**src/logic/_unused_placeholder_never.sv**
```systemverilog
`timescale 1ns/1ps
`default_nettype none
`default_nettype wire

```
**src/logic/signal_path_pkg.sv**
```systemverilog
/*
  Shared constants and carriers for the field conditioning path.
  Assumes a single 10 MHz clock and a synchronous active-low reset.
*/
// Function
// - Output is (field plus offset) times sensitivity
// - Sensitivity is second-order temperature polynomial
// - Offset is first-order temperature polynomial
// - Customer compensation follows factory compensation
// - Values are fractions within minus one, one
// - Field result is 16-bit two's complement
// - Overflow saturates, never wraps
// - Compensated value goes to field result
// - Results read negative overflow until valid
// - Latch field result at each message start
// - Application mode streams, programming mode does not
// - Low-pass filter, order two, 32 Hz-2 kHz (code uses first order at 1 and 2 kHz)
// - Meaningful result bits 13 to 16
// - Temperature kept as 16-bit two's complement
// - Temperature refreshed faster than 100 ms
// - Parameters come from configuration memory area
// - Range setting selects converter full scale
// - Sensitivity coefficients 12, 9, 8 bits
// - Offset coefficients 10 and 7 bits
`default_nettype none
package signal_path_pkg;
  // Clock and timing
  localparam int CLK_PERIOD_NS = 100;
  localparam int TICK_PERIOD_NS = 500000;      // Base sample tick, 0.5 ms
  localparam int TICK_CYCLES = TICK_PERIOD_NS / CLK_PERIOD_NS;
  localparam int TEMP_REFRESH_MS = 50;         // Well inside the 100 ms bound
  localparam int TEMP_REFRESH_CYCLES = TEMP_REFRESH_MS * 1000000 / CLK_PERIOD_NS;
  // Result words
  localparam logic [15:0] RESULT_RESET = 16'h8000;
  localparam logic [15:0] RESULT_MAX = 16'h7FFF;
  localparam logic [15:0] RESULT_MIN = 16'h8000;
  // Fixed point alignment of the polynomial terms
  localparam int SENS_FRAC = 12;               // Sensitivity 1.0 = 4096
  localparam int SENS_CONST_SHL = 1;
  localparam int SENS_LIN_SHR = 11;
  localparam int SENS_QUAD_SHR = 25;
  localparam int OFF_CONST_SHL = 6;
  localparam int OFF_LIN_SHR = 6;
  // Filter sample selection codes
  localparam logic [4:0] FS_2000HZ = 5'h00;
  localparam logic [4:0] FS_1000HZ = 5'h01;
  localparam logic [4:0] FS_500HZ = 5'h03;
  localparam logic [4:0] FS_250HZ = 5'h07;
  localparam logic [4:0] FS_125HZ = 5'h0B;
  localparam logic [4:0] FS_62HZ = 5'h0F;
  localparam logic [4:0] FS_31HZ = 5'h13;
  localparam int FIFO_DEPTH = 32;

  // Signal processing parameters read from the configuration area
  typedef struct packed {
    logic signed [11:0] sens_const_coef;
    logic signed [8:0] sens_linear_coef;
    logic signed [7:0] sens_quadratic_coef;
    logic signed [9:0] offset_const_coef;
    logic signed [6:0] offset_linear_coef;
    logic [4:0] filter_sample_select;
    logic [2:0] range_select;             // 0 = 20 mT, step 20 mT
  } coef_type;
endpackage
`default_nettype wire

```
**src/logic/magnetic_field_signal_path.sv**
```systemverilog
/*
  Customer temperature compensation, low-pass filter and result registers.
  Assumes factory-compensated samples and temperature readings arrive
  synchronous to clk, and a SENT framer pulses message_start.
*/
`timescale 1ns/1ps
`default_nettype none
module magnetic_field_signal_path #(
  parameter int TICK_CYCLES = signal_path_pkg::TICK_CYCLES,
  parameter int TEMP_REFRESH_CYCLES = signal_path_pkg::TEMP_REFRESH_CYCLES
) (
  input wire logic clk,
  input wire logic reset_n,
  input wire logic [15:0] factory_comp_field,
  input wire logic factory_comp_valid,
  output logic factory_comp_ready,
  input wire logic [19:0] temperature_raw,
  input wire logic temperature_raw_valid,
  output logic temperature_request,
  input wire signal_path_pkg::coef_type config_area,
  input wire logic config_load,
  input wire logic programming_mode,
  input wire logic message_start,
  output logic [15:0] field_result_reg,
  output logic [15:0] temperature_result_reg,
  output logic [15:0] sent_field_word,
  output logic sent_field_valid,
  output logic [2:0] range_select
);
  typedef struct packed {
    signal_path_pkg::coef_type coef;
    logic signed [15:0] temperature_reading;
    logic [15:0] field_res;
    logic [15:0] temp_res;
    logic [15:0] sent_word;
    logic sent_valid;
    logic temp_req;
    logic [12:0] tick_cnt;
    logic [6:0] samp_cnt;
    logic samp_en;
    logic [22:0] temp_cnt;
    logic comp_valid;
    logic signed [15:0] comp;
    logic signed [17:0] filt1;
    logic signed [17:0] filt2;
  } path_state_type;

  path_state_type st_reg, st_next;
  logic [15:0] fifo_data;
  logic fifo_valid;
  logic fifo_in_ready;
  logic take;

  // Samples queue until the sample clock consumes them
  sample_fifo #(.WIDTH(16), .DEPTH(signal_path_pkg::FIFO_DEPTH)) u_fifo (
    .clk(clk),
    .reset_n(reset_n),
    .in_data(factory_comp_field),
    .in_valid(factory_comp_valid),
    .in_ready(fifo_in_ready),
    .out_data(fifo_data),
    .out_valid(fifo_valid),
    .out_ready(st_reg.samp_en)
  );
  assign take = st_reg.samp_en && fifo_valid;

  // Saturate a wide signed value to 16 bits
  function automatic logic [15:0] sat16(input logic signed [39:0] v);
    if (v > 40'sd32767) begin
      return signal_path_pkg::RESULT_MAX;
    end else if (v < -40'sd32768) begin
      return signal_path_pkg::RESULT_MIN;
    end
    return v[15:0];
  endfunction

  // Sample period in 0.5 ms ticks per selection code
  function automatic logic [6:0] period_ticks(input logic [4:0] fs);
    unique case (fs)
      signal_path_pkg::FS_1000HZ: return 7'h02;
      signal_path_pkg::FS_500HZ: return 7'h04;
      signal_path_pkg::FS_250HZ: return 7'h08;
      signal_path_pkg::FS_125HZ: return 7'h10;
      signal_path_pkg::FS_62HZ: return 7'h20;
      signal_path_pkg::FS_31HZ: return 7'h40;
      default: return 7'h01;      // Unlisted codes run at 2 kHz
    endcase
  endfunction

  // Arithmetic, wide enough that only the final step can overflow
  logic signed [39:0] t_sq, sens_q, off_q, sum_q, prod_q, temp_wide;
  logic signed [39:0] filt_in, f1_new, f2_new, filt_out;
  logic [15:0] masked;
  logic first_order;

  // Polynomials and product
  always_comb begin
    t_sq = 40'(st_reg.temperature_reading) * 40'(st_reg.temperature_reading);
    // Sensitivity c0 + c1*T + c2*T^2
    sens_q = (40'(st_reg.coef.sens_const_coef) <<< signal_path_pkg::SENS_CONST_SHL)
      + ((40'(st_reg.coef.sens_linear_coef) * 40'(st_reg.temperature_reading))
         >>> signal_path_pkg::SENS_LIN_SHR)
      + ((40'(st_reg.coef.sens_quadratic_coef) * t_sq) >>> signal_path_pkg::SENS_QUAD_SHR);
    // Offset d0 + d1*T
    off_q = (40'(st_reg.coef.offset_const_coef) <<< signal_path_pkg::OFF_CONST_SHL)
      + ((40'(st_reg.coef.offset_linear_coef) * 40'(st_reg.temperature_reading))
         >>> signal_path_pkg::OFF_LIN_SHR);
    // Factory value first, then customer terms; sum in Q15, sensitivity in Q12
    sum_q = 40'($signed(fifo_data)) + off_q;
    prod_q = (sum_q * sens_q) >>> signal_path_pkg::SENS_FRAC;
    temp_wide = 40'($signed(temperature_raw));
  end

  // Filter stages; first order at 1 and 2 kHz, two cascaded poles below
  always_comb begin
    first_order = (st_reg.coef.filter_sample_select == signal_path_pkg::FS_2000HZ)
      || (st_reg.coef.filter_sample_select == signal_path_pkg::FS_1000HZ);
    filt_in = 40'(st_reg.comp);
    f1_new = 40'(st_reg.filt1) + ((filt_in - 40'(st_reg.filt1)) >>> 1);
    f2_new = 40'(st_reg.filt2) + ((f1_new - 40'(st_reg.filt2)) >>> 1);
    filt_out = first_order ? f1_new : f2_new;
    masked = sat16(filt_out);
    // Fast rates carry fewer meaningful bits
    if (st_reg.coef.filter_sample_select == signal_path_pkg::FS_2000HZ) begin
      masked[2:0] = 3'h0;
    end else if (st_reg.coef.filter_sample_select == signal_path_pkg::FS_1000HZ) begin
      masked[0] = 1'b0;
    end
  end

  // Next state
  always_comb begin
    st_next = st_reg;
    st_next.sent_valid = 1'b0;
    st_next.temp_req = 1'b0;
    st_next.samp_en = 1'b0;
    // Configuration words from memory, held between loads
    if (config_load) begin
      st_next.coef = config_area;
    end
    // Base tick divider and sample enable
    if (st_reg.tick_cnt == 13'(TICK_CYCLES - 1)) begin
      st_next.tick_cnt = '0;
      if (st_reg.samp_cnt >= period_ticks(st_reg.coef.filter_sample_select) - 7'h01) begin
        st_next.samp_cnt = '0;
        st_next.samp_en = 1'b1;
      end else begin
        st_next.samp_cnt = st_reg.samp_cnt + 7'h01;
      end
    end else begin
      st_next.tick_cnt = st_reg.tick_cnt + 13'h0001;
    end
    // Temperature refresh request
    if (st_reg.temp_cnt == 23'(TEMP_REFRESH_CYCLES - 1)) begin
      st_next.temp_cnt = '0;
      st_next.temp_req = 1'b1;
    end else begin
      st_next.temp_cnt = st_reg.temp_cnt + 23'h000001;
    end
    // New temperature replaces old; otherwise the last one stays
    if (temperature_raw_valid) begin
      st_next.temperature_reading = sat16(temp_wide);
      st_next.temp_res = sat16(temp_wide);
    end
    // Stage one: compensated sample
    st_next.comp_valid = take;
    if (take) begin
      st_next.comp = sat16(prod_q);
    end
    // Stage two: filter and result register
    if (st_reg.comp_valid) begin
      st_next.filt1 = 18'(f1_new);
      st_next.filt2 = 18'(f2_new);
      st_next.field_res = masked;
    end
    // Transmit copy only while streaming
    if (message_start && !programming_mode) begin
      st_next.sent_word = st_reg.field_res;
      st_next.sent_valid = 1'b1;
    end
    // Reset: results show negative overflow until real data
    if (!reset_n) begin
      st_next = '0;
      st_next.field_res = signal_path_pkg::RESULT_RESET;
      st_next.temp_res = signal_path_pkg::RESULT_RESET;
      st_next.sent_word = signal_path_pkg::RESULT_RESET;
    end
  end

  // State register; the FIFO ready is itself a flop
  always_ff @(posedge clk) begin
    st_reg <= st_next;
  end

  assign factory_comp_ready = fifo_in_ready;
  assign field_result_reg = st_reg.field_res;
  assign temperature_result_reg = st_reg.temp_res;
  assign sent_field_word = st_reg.sent_word;
  assign sent_field_valid = st_reg.sent_valid;
  assign temperature_request = st_reg.temp_req;
  assign range_select = st_reg.coef.range_select;
endmodule // magnetic_field_signal_path
`default_nettype wire

```
**src/logic/sample_fifo.sv**
```systemverilog
/*
  Sample FIFO with registered read data and valid/ready on both sides.
  Assumes the consumer may stall indefinitely; full stops the producer.
*/
`timescale 1ns/1ps
`default_nettype none
module sample_fifo #(
  parameter int WIDTH = 16,
  parameter int DEPTH = 32
) (
  input wire logic clk,
  input wire logic reset_n,
  input wire logic [WIDTH-1:0] in_data,
  input wire logic in_valid,
  output logic in_ready,
  output logic [WIDTH-1:0] out_data,
  output logic out_valid,
  input wire logic out_ready
);
  localparam int AW = $clog2(DEPTH);

  typedef struct packed {
    logic [AW-1:0] wr_ptr;
    logic [AW-1:0] rd_ptr;
    logic [AW:0] count;      // Entries held in memory, excluding output stage
    logic full;
    logic valid;
    logic [WIDTH-1:0] data;
  } fifo_state_type;

  fifo_state_type st_reg, st_next;
  logic [WIDTH-1:0] mem [DEPTH];   // Storage array
  logic push, pop;

  // Handshakes from registered flags only
  assign push = in_valid && !st_reg.full;
  assign pop = (st_reg.count != '0) && (!st_reg.valid || out_ready);
  assign in_ready = !st_reg.full;
  assign out_data = st_reg.data;
  assign out_valid = st_reg.valid;

  // Next state
  always_comb begin
    st_next = st_reg;
    if (push) begin
      st_next.wr_ptr = st_reg.wr_ptr + 1'b1;
    end
    if (pop) begin
      st_next.rd_ptr = st_reg.rd_ptr + 1'b1;
      st_next.data = mem[st_reg.rd_ptr];
      st_next.valid = 1'b1;
    end else if (out_ready) begin
      st_next.valid = 1'b0;
    end
    st_next.count = st_reg.count + {{AW{1'b0}}, push} - {{AW{1'b0}}, pop};
    st_next.full = (st_next.count == (AW+1)'(DEPTH));
    if (!reset_n) begin
      st_next = '0;
    end
  end

  // State register
  always_ff @(posedge clk) begin
    st_reg <= st_next;
  end

  // Memory write, no reset needed
  always_ff @(posedge clk) begin
    if (push) begin
      mem[st_reg.wr_ptr] <= in_data;
    end
  end
endmodule // sample_fifo
`default_nettype wire

```
**config.mk**
```make
export PLATFORM = sky130hd
export DESIGN_NAME = magnetic_field_signal_path
export DESIGN_NICKNAME = d
export VERILOG_FILES = /design/src/logic/_unused_placeholder_never.sv /design/src/logic/signal_path_pkg.sv /design/src/logic/magnetic_field_signal_path.sv /design/src/logic/sample_fifo.sv
export SDC_FILE = /design/constraint.sdc
export NUM_CORES = 2
export LEC_CHECK = 0
export ABC_AREA = 1
export BUFFER_PORTS_ARGS = -buffer_cell sky130_fd_sc_hd__buf_4
export CORE_MARGIN = 4
export CORE_UTILIZATION = 65
export CTS_CLUSTER_SIZE = 24
export DETAILED_ROUTE_END_ITERATION = 10
export GPL_TIMING_DRIVEN = 0
export HOLD_SLACK_MARGIN = 0.03
export PLACE_DENSITY = 0.9
export SETUP_SLACK_MARGIN = 0.2
export SLEW_MARGIN = 30
export SYNTH_ARGS = -nofsm -noshare
export SYNTH_HDL_FRONTEND = slang
export SYNTH_SLANG_ARGS = --single-unit
```
**constraint.sdc**
```tcl
create_clock -name clk -period 37.7 [get_ports clk]
set_input_delay 3.77 -clock clk [delete_from_list [all_inputs] [get_ports clk]]
set_output_delay 3.77 -clock clk [all_outputs]
set_load 0.1 [all_outputs]
```
Word-level counts from Yosys, hierarchy flattened. Memories as Yosys holds them, arrays and structs flattened. A register that Yosys moved wholly into a read port is not among the register bits. Index checks and enable logic that the tools add are counted.

$add $sub $neg: 16. Multiply operators: 5. Div/mod/pow operators: 0. Order comparisons: 7. Eq/ne operators: 9. Shift-type cells: 0. Muxes and demuxes: 31. Bitwise operators: 1. Reductions and logical operators: 16.

Operator list (count): 16-bit two-way mux (9); 7-bit one-hot mux with 6 select lines (1); 40-bit by 16-bit > comparator with 1-bit output, second input constant (1); 40-bit by 16-bit < comparator with 1-bit output, second input constant (1); 8-bit by 32-bit multiplier with 40-bit output (1); 40-bit two-way mux (1); 19-bit by 16-bit multiplier with 35-bit output (1); 16-bit by 16-bit multiplier with 32-bit output (1); 9-bit by 16-bit multiplier with 25-bit output (1); 23-bit by 1-bit adder with 23-bit output, second input constant (1); 23-bit by 19-bit == test with 1-bit output, second input constant (1); 23-bit by 16-bit > comparator with 1-bit output, second input constant (1); 23-bit by 16-bit < comparator with 1-bit output, second input constant (1); 7-bit by 16-bit multiplier with 23-bit output (1); 18-bit by 19-bit adder with 20-bit output (1); 20-bit by 16-bit > comparator with 1-bit output, second input constant (1); 20-bit by 16-bit < comparator with 1-bit output, second input constant (1); 19-bit by 18-bit subtractor with 20-bit output (1); 16-bit by 18-bit adder with 19-bit output (1); 18-bit by 18-bit adder with 19-bit output (1); 16-bit by 18-bit subtractor with 19-bit output (1); 16-bit by 17-bit adder with 18-bit output (1); 1-bit two-way mux (17); 15-bit by 15-bit adder with 16-bit output (1); 26 further kinds (37).

Register bits: 235. Latch bits: 0. RAM bits: 512. Bits in read-only memories: 0. Output and inout port bits: 54. Logic and storage cells: 112. Memories: 1.

Memories: u_fifo.mem (depth 32, bits a word 16, read ports 1, clocked after Yosys merged registers in 1, write ports 1, line sample_fifo.sv:32) `logic [WIDTH-1:0] mem [DEPTH];`.

Logic depth before layout (Yosys ltp).
Depth after elaboration: 11. Gate-level depth with buffers: 92. Mapped depth without buffers: 88.

Modules after synthesis. From an unflattened synthesis, not the netlist that was laid out.

Cells, all modules: 8992. Area, all modules: 74710.4 um^2.

Modules (own cells, without submodules): magnetic_field_signal_path (times used 1, cells each 6806, area an instance 51690.8 um^2, sequential area each 4043.9 um^2); sample_fifo (times used 1, cells each 2186, area an instance 23019.6 um^2, sequential area each 16055.4 um^2).

Least setup slack after synthesis. Ideal clock, no wire load.

Path kind: reg-to-reg. From: register st_reg[148] in the netlist's numbering. To: register st_reg, in the netlist filt_in[10]. Library setup time: 0.122 ns. Data arrival time: 16.281 ns. Required time: 37.578 ns. Setup slack: 21.297 ns. Stages on the path, launching flop included: 75. Clock period less this slack: 16.403 ns. Cell sequence: dfxtp_1 clkbuf_1 buf_1 nand2_1 inv_1 fa_1 fa_1 inv_1 fa_1 fa_1 inv_1 fa_1 fa_1 ha_1 nand2_1 nor2_1 inv_1 nor2_1 [... 39 more ...] inv_1 fa_1 inv_1 ha_1 nand2_1 inv_1 nand2_1 nand2_1 nand2_1 a21oi_1 nor2_2 nand2_4 nand2_2 nand2_4 xor2_2 a21oi_4 buf_12 a21oi_2.

Cells in the longest elaborated chain, start to end: 9.

RTL lines: start: declaration (line magnetic_field_signal_path.sv:48) `path_state_type st_reg, st_next;`; start signal: assignment (line magnetic_field_signal_path.sv:192) `st_reg <= st_next;`; 16-bit by 16-bit multiplier with 32-bit output, or another cell as far along (line magnetic_field_signal_path.sv:98) `t_sq = 40'(st_reg.temperature_reading) * 40'(st_reg.temperature_reading);`; 8-bit by 32-bit multiplier with 40-bit output, or another cell as far along (line magnetic_field_signal_path.sv:103) `+ ((40'(st_reg.coef.sens_quadratic_coef) * t_sq) >>> signal_path_pkg::SENS_QUAD_SHR);`; 15-bit by 15-bit adder with 16-bit output / 16-bit by 18-bit adder with 19-bit output (equally long branches) (line magnetic_field_signal_path.sv:103, magnetic_field_signal_path.sv:109); 19-bit by 16-bit multiplier with 35-bit output (*) (line magnetic_field_signal_path.sv:110) `prod_q = (sum_q * sens_q) >>> signal_path_pkg::SENS_FRAC;`; 23-bit by 16-bit < comparator with 1-bit output (line magnetic_field_signal_path.sv:71) `end else if (v < -40'sd32768) begin`; 1-bit two-way mux (line magnetic_field_signal_path.sv:71); 1-bit two-way mux (line magnetic_field_signal_path.sv:69) `if (v > 40'sd32767) begin`; 1-bit two-way mux (line magnetic_field_signal_path.sv:167) `if (take) begin`; 16-bit two-way mux (*) (line magnetic_field_signal_path.sv:74) `return v[15:0];`.

Mark *: on every way between the ends. The rest lies on a longest branch, timed or not. The select of a mux whose other input is x is not followed. A chain may end at the register's enable or synchronous reset.

Final worst setup path.
From: register st_reg[148] in the netlist's numbering. To: register st_reg, in the netlist filt_in[9].

Same word-level chain as after synthesis.

==> run metrics <==
status=complete, no violations; Synth Net Count=10.0k; GPL Wtd Cong=1.06; Worst Hold End=st_reg[84]; max reg flops=512; Synth cell types=67; worst setup path category=register to register; share of synthesized flip-flops with an asynchronous set or reset=0%; reg2reg start=st_reg[148]; drt wl/cell=roughly 22 um; critical path peak fanout=10; FP Rows=122; Crit. End Element=register; H-tree depth=3; CP startpoint kind=register; DR DRC count=0; Routed Antenna Nets=0; Post-synth EDFFs=512; max cap viols=0; die area=118000 sq um; # hold bufs at CTS=0; yosys warns=0; Hold Path Stages=1; Slew @ Worst Pin=1.08 ns; synthesized area per cell=about 8.6 sq um; top cells by count, synth=inv_1 (1830), nand2_1 (1461), fa_1 (965), nor2_1 (872), edfxtp_1 (512); setup ws final=16.85 ns; top cells by area, synth=fa_1 (26%), edfxtp_1 (21%), inv_1 (9.4%); CP bufs+invs=19; most frequent cell on the critical path=fa_1; CTS clk-pin slew, worst paths=approximately 0.060 ns; fmax=48.0 MHz; worst hold margin=0.473 ns; I/O Pins=151; Area Overhead vs Synth=8.24%; Critical Path AT=21.43 ns; Post-Route WL=226000 um; minimum clock period=20.85 ns; Setup Fix Bufs, Post-CTS=0; CP max stage cell=fa_1; Die X=around 340 um; Nets=10.3k; Initial Util=65.8%; Final HPWL DP=around 180000 um; pin count of the biggest net entering global routing=33; grt total ovfl=0; fill cell count=8159; flop-to-flop setup slack=about 17 ns; most used flip-flop cell after synthesis=edfxtp_1; Syn Inst Count=about 8.5k; Seq cells post-synth=748; Port Buf Inserts=150; Num CTS Buffers=slightly below 80; period utilization=55.3%; share of the synthesized area in the top cell type=26.4%; Clk Latency, worst-skew pair=0.70 ns; Total GRT Usage=between 30% and 40%; Setup Skew=0.0618 ns; clock net sink count=748; cell with the most instances after synthesis=inv_1; root buf cell=clkbuf_16; Worst Hold Class=register to register; drt pass-1 iters=7; R2R Path End=filt_in[9]; Fin. Hold Viols=0; pins over their slew limit=0; Post-Syn Area=73300 sq um; clock tree from TritonCTS=yes; register area share after synthesis=around 27%; Crit path largest cell delay=0.87 ns; worst hold start=st_reg[84]; reg2reg path depth=76; initial antenna violation count=10; Max Root-Sink Buffers=3; Synth area leader=fa_1; Setup Viol. Count Final=0; Slew headroom=28.1%; global-route wire length before repair=350000 um; RSZ-0062 raised after global routing=false; CP required=38.28 ns; DRT iter0 DRCs=6958; post-cts repair resize count=0; layout cells sized above 1=around 5.5%; detailed-route via count=61.5k; Vias/cell=around 6; Setup TNS Final=0 ns; Place WS=17.30 ns; Die Ht=~340 um; vias in the first global route=63.7k; core footprint=111000 sq um; Crit path max-delay family=adder cells
## per-layer routing
metal / global-route usage, % / wire length, um
met4: 26.1 / 19400
met3: 10.0 / 27000
met1: 45.6 / 76500
met2: 63.2 / 103000
met5: 0 / 76
## cell families (layout without fill, tap and decap cells)
| kind of cell | after synthesis | after routing | synth area share, % |
|---|---|---|---|
| flops | 748 | 748 | 27.4 |
| simple gates | 2745 | 2745 | 15.2 |
| compound gates | 1159 | 1159 | 8.94 |
| buf+inv | 2199 | 2513 | 11.6 |
| xor+xnor | 199 | 199 | 2.45 |
| mux | 2 | 2 | 0.0273 |
| fa+ha+maj | 1434 | 1434 | 34.4 |
| other cells | 1 | 2 | 0.00512 |
## per-stage QoR
step           instance area [sq um]  std cells  util [%]
2_1_floorplan                  73300       8487         -
3_3_place_gp                   76200      10125      68.5
3_5_place_dp                   76700      10150      68.9
4_1_cts                        79300      10289      71.2
5_1_grt                        79300      10289      71.3
6_report                       79300      10290      71.3
## cell usage in the layout (no fill, tap or decap), types with 18 or more instances in the layout
cell / netlist / layout
o21ai_0: 487 / 487
fa_1: 965 / 965
a21o_1: 18 / 18
nor3_1: 54 / 54
nor2_2: 7 / 31
or2_2: 25 / 25
ha_1: 469 / 469
o21bai_1: 21 / 21
xnor2_1: 78 / 78
buf_1: 25 / 22
nand3_1: 192 / 192
xor2_1: 114 / 114
o211ai_1: 33 / 33
o221ai_1: 47 / 47
a21oi_1: 367 / 367
edfxtp_1: 512 / 512
nand4_1: 69 / 69
nand2_1: 1461 / 1461
buf_4: 53 / 203
clkinv_1: 13 / 26
clkbuf_1: 255 / 269
buf_6: 2 / 21
o22ai_1: 85 / 85
clkbuf_16: 0 / 79
a221oi_1: 22 / 22
inv_1: 1830 / 1830
dfxtp_1: 236 / 236
nor2_1: 872 / 840
## final cells by class
| cell class | count | area [sq um] | area share, % |
|---|---|---|---|
| Timing Repair Buffer | 175 | 1440 | 1.82 |
| Multi-Input combinational cell | 5540 | 44800 | 56.5 |
| Tap cell | 1488 | 1860 | 2.35 |
| Clock buffer | 103 | 2110 | 2.66 |
| Inverter | 1853 | 6960 | 8.77 |
| Antenna cell | 1 | 2.50 | 0.00316 |
| Clock inverter | 36 | 489 | 0.617 |
| Buffer | 346 | 1550 | 1.96 |
| Sequential cell | 748 | 20100 | 25.3 |
## worst max-delay path by stage
stage               slack, ns  depth (start not counted)           to         from
floorplan               21.30                         74  filt_in[10]  st_reg[148]
global placement        17.60                         76   filt_in[9]  st_reg[148]
detailed placement      17.30                         76   filt_in[9]  st_reg[148]
CTS                     17.22                         76   filt_in[9]  st_reg[148]
global route            15.88                         75   filt_in[9]  st_reg[148]
finish                  16.85                         76   filt_in[9]  st_reg[148]
Power is left out: the tool's default activity adds up to more than one toggle a clock period on the data nets, which glitch-free logic cannot reach.
